===== src/logic/slsb_pkg.sv =====
package slsb_pkg;

    // ********************************************************
    // register indices (byte address is four times the index)
    // ********************************************************
    localparam logic [11:0] IDX_STROBE = 12'h005;
    localparam logic [11:0] IDX_LOCK_STATUS = 12'hd40;
    localparam logic [11:0] IDX_LOOP_STATE = 12'hd41;
    localparam logic [11:0] IDX_LIMIT_FLAGS = 12'hd42;
    localparam logic [11:0] IDX_TUNE_BYTE0 = 12'hd43;
    localparam logic [11:0] IDX_TUNE_BYTE1 = 12'hd44;
    localparam logic [11:0] IDX_TUNE_BYTE2 = 12'hd45;
    localparam logic [11:0] IDX_TUNE_BYTE3 = 12'hd46;
    localparam logic [11:0] IDX_PHASE_BKT_LO = 12'hd47;
    localparam logic [11:0] IDX_PHASE_BKT_HI = 12'hd48;
    localparam logic [11:0] IDX_FREQ_BKT_LO = 12'hd49;
    localparam logic [11:0] IDX_FREQ_BKT_HI = 12'hd4a;

    // value that software writes to the strobe register
    localparam logic [7:0] STROBE_VALUE = 8'h01;

    // ********************************************************
    // field positions
    // ********************************************************
    localparam int LOCK_CAL_BIT = 4;
    localparam int LOCK_ANALOG_BIT = 3;
    localparam int LOCK_FREQ_BIT = 2;
    localparam int LOCK_PHASE_BIT = 1;
    localparam int LOCK_ALL_BIT = 0;
    localparam int STATE_REF_LSB = 3;
    localparam int STATE_SWITCH_BIT = 2;
    localparam int STATE_HOLDOVER_BIT = 1;
    localparam int STATE_FREE_RUN_BIT = 0;
    localparam int FLAG_SLEW_BIT = 2;
    localparam int FLAG_CLAMP_BIT = 1;
    localparam int FLAG_HISTORY_BIT = 0;

    // ********************************************************
    // widths, reset values, answers, counts
    // ********************************************************
    localparam int TUNE_WIDTH = 30;
    localparam int BUCKET_WIDTH = 12;
    localparam int SYNC_STAGES = 2;
    localparam logic [29:0] TUNE_RESET = 30'h0000_0000;
    localparam logic [11:0] BUCKET_RESET = 12'h000;
    localparam logic [4:0] LOCK_RESET = 5'h00;
    localparam logic [4:0] STATE_RESET = 5'h00;
    localparam logic [2:0] FLAGS_RESET = 3'h0;
    localparam logic [1:0] RESP_OKAY = 2'h0;
    localparam logic [1:0] RESP_SLVERR = 2'h2;

endpackage


===== src/logic/slsb_sync.sv =====
`timescale 1ns/1ps

module slsb_sync #(
    parameter int WIDTH = 8
) (
    // clock and reset
    input wire logic aclk,
    input wire logic aresetn,
    // levels from the loop domain
    input wire logic [WIDTH-1:0] async_in,
    // levels safe to use on aclk
    output logic [WIDTH-1:0] sync_out
);

    typedef struct packed {
        logic [WIDTH-1:0] first;
        logic [WIDTH-1:0] second;
    } slsb_sync_s;

    slsb_sync_s s;
    slsb_sync_s next_s;

    // first stage feeds only the second stage
    always_comb begin
        next_s = s;
        next_s.first = async_in;
        next_s.second = s.first;
    end

    // register the whole state
    always_ff @(posedge aclk) begin
        if (!aresetn) begin
            s <= '0;
        end else begin
            s <= next_s;
        end
    end

    assign sync_out = s.second;

endmodule


===== src/logic/slsb_status_bank.sv =====
`timescale 1ns/1ps

// Summary of operation
// (RQ1) whole status range ignores host writes
// (RQ2) strobe write 0x01 at 0x0005 refreshes snapshot
// (RQ3) lock bit 4 set during oscillator calibration
// (RQ4) lock bit 3 shows analog loop lock
// (RQ5) lock bit 2 shows digital frequency lock
// (RQ6) lock bit 1 shows digital phase lock
// (RQ7) lock bit 0 set only when all locked
// (RQ8) state bits 4:3 give active reference
// (RQ9) state bit 2 set while switching references
// (RQ10) state bit 1 set in holdover
// (RQ11) state bit 0 set in free run
// (RQ12) flags bit 2 set when slew limited
// (RQ13) flags bit 1 set when frequency clamped
// (RQ14) flags bit 0 set when history valid
// (RQ15) tuning word over four bytes, LSB first
// (RQ16) minimal timer gives raw latest tuning word
// (RQ17) phase bucket over two bytes, nibble high
// (RQ18) frequency bucket over two bytes, nibble high
// (RQ19) reserved bits read as zero
// (RQ20) multi-byte fields captured at one instant

module slsb_status_bank #(
    parameter int ADDR_WIDTH = 14
) (
    // clock and reset
    input wire logic aclk,
    input wire logic aresetn,
    // axi4-lite write address
    input wire logic awvalid,
    output logic awready,
    input wire logic [ADDR_WIDTH-1:0] awaddr,
    input wire logic [2:0] awprot,
    // axi4-lite write data
    input wire logic wvalid,
    output logic wready,
    input wire logic [31:0] wdata,
    input wire logic [3:0] wstrb,
    // axi4-lite write response
    output logic bvalid,
    input wire logic bready,
    output logic [1:0] bresp,
    // axi4-lite read address
    input wire logic arvalid,
    output logic arready,
    input wire logic [ADDR_WIDTH-1:0] araddr,
    input wire logic [2:0] arprot,
    // axi4-lite read data
    output logic rvalid,
    input wire logic rready,
    output logic [31:0] rdata,
    output logic [1:0] rresp,
    // lock levels from the loops
    input wire logic system_loop_locked,
    input wire logic second_analog_loop_locked,
    input wire logic second_analog_loop_cal_busy,
    input wire logic second_digital_loop_freq_locked,
    input wire logic second_digital_loop_phase_locked,
    // mode levels of the second digital loop
    input wire logic [1:0] second_digital_loop_ref_sel,
    input wire logic second_digital_loop_switching,
    input wire logic second_digital_loop_holdover,
    input wire logic second_digital_loop_free_run,
    input wire logic second_digital_loop_slew_limited,
    input wire logic second_digital_loop_freq_clamped,
    input wire logic second_digital_loop_history_valid,
    // tuning words and bucket levels
    input wire logic [29:0] second_digital_loop_avg_word,
    input wire logic [29:0] second_digital_loop_live_word,
    input wire logic history_timer_minimal,
    input wire logic [11:0] second_digital_loop_phase_bucket,
    input wire logic [11:0] second_digital_loop_freq_bucket
);

    // ********************************************************
    // state
    // ********************************************************
    typedef struct packed {
        logic awready;
        logic wready;
        logic aw_held;
        logic [11:0] aw_idx;
        logic w_held;
        logic [7:0] w_byte;
        logic w_lane0;
        logic bvalid;
        logic [1:0] bresp;
        logic arready;
        logic rvalid;
        logic [31:0] rdata;
        logic [1:0] rresp;
        logic [4:0] lock;
        logic [4:0] lstate;
        logic [2:0] flags;
        logic [29:0] tune;
        logic [11:0] pbkt;
        logic [11:0] fbkt;
    } slsb_state_s;

    localparam int LIVE_WIDTH = 98;

    slsb_state_s s;
    slsb_state_s next_s;
    logic [LIVE_WIDTH-1:0] live_async;
    logic [LIVE_WIDTH-1:0] live;
    logic sys_lk, ana_lk, ana_cal, dig_fl, dig_pl;
    logic [1:0] dig_ref;
    logic dig_sw, dig_ho, dig_fr, dig_slew, dig_clamp, dig_hist, timer_min;
    logic [29:0] avg_word, live_word;
    logic [11:0] pbkt_live, fbkt_live;
    logic write_go, strobe_hit;
    logic [11:0] ar_idx;
    logic [11:0] aw_idx_in;

    // ********************************************************
    // input crossing
    // ********************************************************
    // the loops run on their own clocks; every level is synchronised first
    assign live_async = {system_loop_locked, second_analog_loop_locked,
                         second_analog_loop_cal_busy, second_digital_loop_freq_locked,
                         second_digital_loop_phase_locked, second_digital_loop_ref_sel,
                         second_digital_loop_switching, second_digital_loop_holdover,
                         second_digital_loop_free_run, second_digital_loop_slew_limited,
                         second_digital_loop_freq_clamped, second_digital_loop_history_valid,
                         second_digital_loop_avg_word, second_digital_loop_live_word,
                         history_timer_minimal, second_digital_loop_phase_bucket,
                         second_digital_loop_freq_bucket};

    slsb_sync #(
        .WIDTH(LIVE_WIDTH)
    ) u_sync (
        .aclk(aclk),
        .aresetn(aresetn),
        .async_in(live_async),
        .sync_out(live)
    );

    // unpack the synchronised levels
    assign {sys_lk, ana_lk, ana_cal, dig_fl, dig_pl, dig_ref, dig_sw, dig_ho, dig_fr,
            dig_slew, dig_clamp, dig_hist, avg_word, live_word, timer_min,
            pbkt_live, fbkt_live} = live;

    // ********************************************************
    // address decode
    // ********************************************************
    // word index from a byte address; the two low bits are ignored
    function automatic logic [11:0] word_index(input logic [ADDR_WIDTH-1:0] addr);
        return addr[13:2];
    endfunction

    // true for any index inside the status range
    function automatic logic in_status(input logic [11:0] idx);
        return (idx >= slsb_pkg::IDX_LOCK_STATUS) && (idx <= slsb_pkg::IDX_FREQ_BKT_HI);
    endfunction

    // read answer {resp, data}; upper bits and reserved bits read zero
    function automatic logic [33:0] read_word(input logic [11:0] idx, input slsb_state_s st);
        logic [7:0] b;
        logic [1:0] resp;
        b = 8'h00;
        resp = slsb_pkg::RESP_OKAY;
        if (idx == slsb_pkg::IDX_STROBE) begin
            b = 8'h00;
        end else if (idx == slsb_pkg::IDX_LOCK_STATUS) begin
            b = {3'h0, st.lock};
        end else if (idx == slsb_pkg::IDX_LOOP_STATE) begin
            b = {3'h0, st.lstate};
        end else if (idx == slsb_pkg::IDX_LIMIT_FLAGS) begin
            b = {5'h00, st.flags};
        end else if (idx == slsb_pkg::IDX_TUNE_BYTE0) begin
            b = st.tune[7:0];
        end else if (idx == slsb_pkg::IDX_TUNE_BYTE1) begin
            b = st.tune[15:8];
        end else if (idx == slsb_pkg::IDX_TUNE_BYTE2) begin
            b = st.tune[23:16];
        end else if (idx == slsb_pkg::IDX_TUNE_BYTE3) begin
            b = {2'h0, st.tune[29:24]};
        end else if (idx == slsb_pkg::IDX_PHASE_BKT_LO) begin
            b = st.pbkt[7:0];
        end else if (idx == slsb_pkg::IDX_PHASE_BKT_HI) begin
            b = {4'h0, st.pbkt[11:8]};
        end else if (idx == slsb_pkg::IDX_FREQ_BKT_LO) begin
            b = st.fbkt[7:0];
        end else if (idx == slsb_pkg::IDX_FREQ_BKT_HI) begin
            b = {4'h0, st.fbkt[11:8]};
        end else begin
            resp = slsb_pkg::RESP_SLVERR;
        end
        return {resp, 24'h00_0000, b};
    endfunction

    assign ar_idx = word_index(araddr);
    assign aw_idx_in = word_index(awaddr);
    assign write_go = s.aw_held && s.w_held && !s.bvalid;
    assign strobe_hit = write_go && (s.aw_idx == slsb_pkg::IDX_STROBE) && s.w_lane0 &&
                        (s.w_byte == slsb_pkg::STROBE_VALUE);

    // ********************************************************
    // next state
    // ********************************************************
    always_comb begin
        next_s = s;
        // address and data are taken in either order and held until both are here
        if (awvalid && s.awready) begin
            next_s.aw_held = 1'b1;
            next_s.aw_idx = aw_idx_in;
        end
        if (wvalid && s.wready) begin
            next_s.w_held = 1'b1;
            next_s.w_byte = wdata[7:0];
            next_s.w_lane0 = wstrb[0];
        end
        // write completes one cycle after both halves are held
        if (write_go) begin
            next_s.bvalid = 1'b1;
            next_s.aw_held = 1'b0;
            next_s.w_held = 1'b0;
            next_s.bresp = slsb_pkg::RESP_OKAY;
            if (s.aw_idx != slsb_pkg::IDX_STROBE && !in_status(s.aw_idx)) begin
                next_s.bresp = slsb_pkg::RESP_SLVERR;
            end
        end else if (s.bvalid && bready) begin
            next_s.bvalid = 1'b0;
        end
        // (RQ2) strobe captures snapshot
        // (RQ20) one-instant capture; every field loads on the same edge
        if (strobe_hit) begin
            // (RQ3) calibration busy bit
            next_s.lock[slsb_pkg::LOCK_CAL_BIT] = ana_cal;
            // (RQ4) analog loop lock
            next_s.lock[slsb_pkg::LOCK_ANALOG_BIT] = ana_lk;
            // (RQ5) frequency lock bit
            next_s.lock[slsb_pkg::LOCK_FREQ_BIT] = dig_fl;
            // (RQ6) phase lock bit
            next_s.lock[slsb_pkg::LOCK_PHASE_BIT] = dig_pl;
            // (RQ7) all-locked summary
            next_s.lock[slsb_pkg::LOCK_ALL_BIT] = sys_lk && ana_lk && dig_pl && dig_fl;
            // (RQ8) active reference code
            next_s.lstate[slsb_pkg::STATE_REF_LSB +: 2] = dig_ref;
            // (RQ9) switching bit
            next_s.lstate[slsb_pkg::STATE_SWITCH_BIT] = dig_sw;
            // (RQ10) holdover bit
            next_s.lstate[slsb_pkg::STATE_HOLDOVER_BIT] = dig_ho;
            // (RQ11) free run bit
            next_s.lstate[slsb_pkg::STATE_FREE_RUN_BIT] = dig_fr;
            // (RQ12) slew limit flag
            next_s.flags[slsb_pkg::FLAG_SLEW_BIT] = dig_slew;
            // (RQ13) frequency clamp flag
            next_s.flags[slsb_pkg::FLAG_CLAMP_BIT] = dig_clamp;
            // (RQ14) history valid flag
            next_s.flags[slsb_pkg::FLAG_HISTORY_BIT] = dig_hist;
            // (RQ16) raw word when timer minimal
            next_s.tune = timer_min ? live_word : avg_word;
            // (RQ17) phase bucket level
            next_s.pbkt = pbkt_live;
            // (RQ18) frequency bucket level
            next_s.fbkt = fbkt_live;
        end
        // one read at a time; answer one cycle after the address is taken
        // (RQ15) (RQ19) byte layout and zero reserved bits come from the read decode
        if (arvalid && s.arready) begin
            next_s.rvalid = 1'b1;
            {next_s.rresp, next_s.rdata} = read_word(ar_idx, s);
        end else if (s.rvalid && rready) begin
            next_s.rvalid = 1'b0;
        end
        // ready flags are registered so that every output comes from a flop
        next_s.awready = !next_s.aw_held && !next_s.bvalid;
        next_s.wready = !next_s.w_held && !next_s.bvalid;
        next_s.arready = !next_s.rvalid;
    end

    // ********************************************************
    // state register
    // ********************************************************
    // (RQ1) writes only reach the snapshot through the strobe path
    always_ff @(posedge aclk) begin
        if (!aresetn) begin
            s <= '0;
            s.lock <= slsb_pkg::LOCK_RESET;
            s.lstate <= slsb_pkg::STATE_RESET;
            s.flags <= slsb_pkg::FLAGS_RESET;
            s.tune <= slsb_pkg::TUNE_RESET;
            s.pbkt <= slsb_pkg::BUCKET_RESET;
            s.fbkt <= slsb_pkg::BUCKET_RESET;
        end else begin
            s <= next_s;
        end
    end

    // outputs straight from the state register
    assign awready = s.awready;
    assign wready = s.wready;
    assign bvalid = s.bvalid;
    assign bresp = s.bresp;
    assign arready = s.arready;
    assign rvalid = s.rvalid;
    assign rdata = s.rdata;
    assign rresp = s.rresp;

    logic ar_fire;
    assign ar_fire = arvalid && s.arready;
endmodule


===== config.mk =====
export PLATFORM = sky130hd
export DESIGN_NAME = slsb_status_bank
export DESIGN_NICKNAME = d
export VERILOG_FILES = /design/src/logic/slsb_pkg.sv /design/src/logic/slsb_sync.sv /design/src/logic/slsb_status_bank.sv
export SDC_FILE = /design/constraint.sdc
export NUM_CORES = 1
export LEC_CHECK = 0
export ABC_AREA = 1
export BUFFER_PORTS_ARGS = -buffer_cell sky130_fd_sc_hd__buf_4
export CAP_MARGIN = 20
export CELL_PAD_IN_SITES_DETAIL_PLACEMENT = 1
export CELL_PAD_IN_SITES_GLOBAL_PLACEMENT = 2
export CORE_MARGIN = 4
export CORE_UTILIZATION = 34
export DETAILED_ROUTE_END_ITERATION = 12
export PLACE_DENSITY_LB_ADDON = 0.05
export SLEW_MARGIN = 10
export SYNTH_ARGS = -nofsm -noshare
export SYNTH_HDL_FRONTEND = slang
export SYNTH_HIERARCHICAL = 1
export SYNTH_SLANG_ARGS = --single-unit

===== constraint.sdc =====
create_clock -name aclk -period 4.3 [get_ports aclk]
set_input_delay 0.645 -clock aclk [delete_from_list [all_inputs] [get_ports aclk]]
set_output_delay 0.645 -clock aclk [all_outputs]
set_load 0.01 [all_outputs]

==> impl_metrics.env <==
export IMPL_num_vias=8281
export IMPL_fmax_ghz=0.425
export IMPL_seq_area_frac_synth_pct=55.4
export IMPL_path_cells="inv_2 > nor3_4 > nand3_1 > nor2_1 > nand2_2 > buf_4 > inv_2 > buf_4 > nor2_1 > a311oi_1"
export IMPL_antenna_found_initial=0
export IMPL_die_y_um=187
export IMPL_p_per_area_nw_per_um2=451
export IMPL_io_pins=216
export IMPL_wirelength_um=26000
export IMPL_vdd_drop_max_mv=0.191
export IMPL_yosys_most_used_dff="dfxtp_1"
export IMPL_tightest_slew_ns=0.728
export IMPL_cpPeakStageDelay_ns=0.45
export IMPL_power_mw=5.94
export IMPL_avgViaCountPerCell=4.31
export IMPL_grt_pass1_wl_um=41700
export IMPL_first_pass_iters=4
export IMPL_synth_warnings=6
export IMPL_hpwl_um=18100
export IMPL_grt_total_usage_pct=14.4
export IMPL_seqPwrFrac_pct=49.4
export IMPL_synth_edf_count=0
export IMPL_grt_pass1_vias=8071
export IMPL_critPathRequiredTime_ns=4.70
export IMPL_setup_viol=0
export IMPL_fin_area_sq_um=13200
export IMPL_crit_path_end_kind="flop"
export IMPL_p_int_mw=4.65
export IMPL_cp_data_arrival_time_ns=2.76
export IMPL_cts_sink_count=301
export IMPL_netlist_cell_type_count=44
export IMPL_combPwrFrac_pct=5.5
export IMPL_dieArea_sq_um=34900
export IMPL_htree_levels=2
export IMPL_first_iter_violations=290
export IMPL_p_clk_share_pct=45.1
export IMPL_drive_above_1_share_pct=16.0
export IMPL_fin_setup_tns_ns=0
export IMPL_grt_setup_unrepaired="no"
export IMPL_hold_buffers=0
export IMPL_wire_per_inst_um=13.5
export IMPL_hold_class="in2reg"
export IMPL_finalCriticalPeriod_ns=2.36
export IMPL_cts_tree="done"
export IMPL_syn_area_sq_um=10900
export IMPL_diodes=0
export IMPL_slew_headroom_pct=51.5
export IMPL_period_share_pct=54.8
export IMPL_hold_ws_ns=0.326
export IMPL_fin_util_pct=41.7
export IMPL_antenna_left=0
export IMPL_netlist_instances=1373
export IMPL_post_cts_buffers=0
export IMPL_worstPathMaxFanout=46
export IMPL_row_count=65
export IMPL_crit_buf_inv=4
export IMPL_cts_resized=0
export IMPL_power_leakage_nw=6.98
export IMPL_timing_final_max_slew_violations=0
export IMPL_dpl_cell_area_sq_um=12100
export IMPL_hold_viol=0
export IMPL_place_congestion=0.829
export IMPL_start_util_pct=34.5
export IMPL_crit_path_start_kind="flop"
export IMPL_grt_ovfl_total=0
export IMPL_clk_pin_slew_ns=0.05
export IMPL_core_area_sq_um=31600
export IMPL_io_buffers=152
export IMPL_clock_latency_ns=0.50
export IMPL_fin_nets=1675
export IMPL_criticalPathCategory="reg2reg"
export IMPL_synth_seq_cells=301
export IMPL_cts_buffers=34
export IMPL_syn_avg_cell_area_sq_um=7.92
export IMPL_switching_share_pct=21.7
export IMPL_die_w_um=187
export IMPL_status="complete, no violations"
export IMPL_fin_skew_ns=0.0106
export IMPL_syn_to_final_growth_pct=20.9
export IMPL_clockBufferDepth=3
export IMPL_maxCapViolations=0
export IMPL_grt_max_degree=155
export IMPL_cts_root_buf="clkbuf_16"
export IMPL_cp_slowest_cell="buf_4"
export IMPL_async_flop_share_pct=0
export IMPL_power_switching_mw=1.29
export IMPL_remaining_drc_errors=0
export IMPL_cp_top_family="buffers and inverters"
area by class of cell:
cell class | count | area (sq um)
clock buffers | 50 | 1000
fillers | 3877 | 18400
repair buffers | 160 | 1240
flip-flops and latches | 301 | 6030
well taps | 402 | 503
clock inverters | 7 | 38.8
multi-input cells | 755 | 3420
inverters | 248 | 931
final timing paths:
kind              slack [ns]                             end                         startpoint  depth (start not counted)
hold reg to reg         0.41  u_sync/sync_out[63]$_SDFF_PN0_       u_sync/next_s[63]$_SDFF_PN0_                          2
setup / recovery        1.94              s[40]$_SDFFE_PN0P_                  s[115]$_SDFF_PN0_                         10
setup reg to reg        1.94              s[40]$_SDFFE_PN0P_                  s[115]$_SDFF_PN0_                         10
hold / removal          0.33    u_sync/next_s[43]$_SDFF_PN0_  second_digital_loop_live_word[18]                          3
power groups by stage:
| stage | combinational, mW | clock, mW | sequential [mW] |
|---|---|---|---|
| after floorplan | 0.204 | 0 | 2.98 |
| after global placement | 0.326 | 0 | 2.99 |
| after detailed placement | 0.330 | 0 | 2.99 |
| after CTS | 0.332 | 2.77 | 2.93 |
| after global routing | 0.376 | 2.90 | 2.94 |
| final | 0.326 | 2.68 | 2.93 |
registers in the layout, indices dropped and copies added (netlist names):
register / cells
s: 90
bresp: 1
rresp: 1
u_sync/next_s: 98
bvalid: 1
u_sync/sync_out: 98
wready: 1
arready: 1
rdata: 8
awready: 1
rvalid: 1
worst min-delay path, delay by kind of cell:
kind	cells	cell delay, ns
buffers and inverters	2	0.12
and+or+nand+nor	1	0.04
Yosys cell counts (4+ instances only):
master	instances	share of area [%]
clkbuf_1	23	0.79
dfxtp_1	301	55
inv_1	239	8.2
nand3_1	18	0.83
nand4_1	7	0.40
o21ai_0	55	2.5
buf_4	60	4.1
inv_2	8	0.28
a21oi_1	27	1.2
nor2_4	8	0.83
a311oi_1	30	2.4
buf_2	8	0.37
nor2_1	177	6.1
a211oi_1	12	0.83
nand2_2	5	0.29
nor3_1	7	0.32
nand2_1	347	12
nor4_1	4	0.23
metrics by stage:
| stage | worst slack [ns] | instances |
|---|---|---|
| global placement | 1.81 | 1865 |
| CTS | 1.90 | 1922 |
| floorplan | 2.39 | 1398 |
| detailed placement | 1.74 | 1865 |
| global route | 1.65 | 1923 |
| finish | 1.94 | 1923 |
routing by layer:
layer	track usage, %	part of all wire [%]	vias to the layer above
li1	-	-	4337
met1	20.7	51	3750
met2	22.2	43	159
met3	2.72	4.6	35
met4	3.95	1.9	0
met5	0	0	-
cells by family after synthesis:
family | synth area share, %
AND/OR/NAND/NOR | 22.4
buffers and inverters | 14.0
flip-flops | 55.4
AO/OA/AOI/OAI | 8.09
other | 0.0345
layout by cell type, fill, tap and decap left out, types with 4 or more instances in the layout:
cell type,n
nor3_1,7
clkbuf_8,7
o21ai_0,55
nand2_1,347
inv_1,238
nor4_1,4
buf_4,157
a311oi_1,30
inv_2,9
conb_1,26
nor2_1,177
clkinv_2,6
dfxtp_1,301
clkbuf_1,8
nor2_4,8
a21oi_1,27
clkbuf_16,35
nand4_1,7
a211oi_1,12
nand3_1,18
nand2_2,5
No activity file was read; power rests on OpenSTA's default activity.
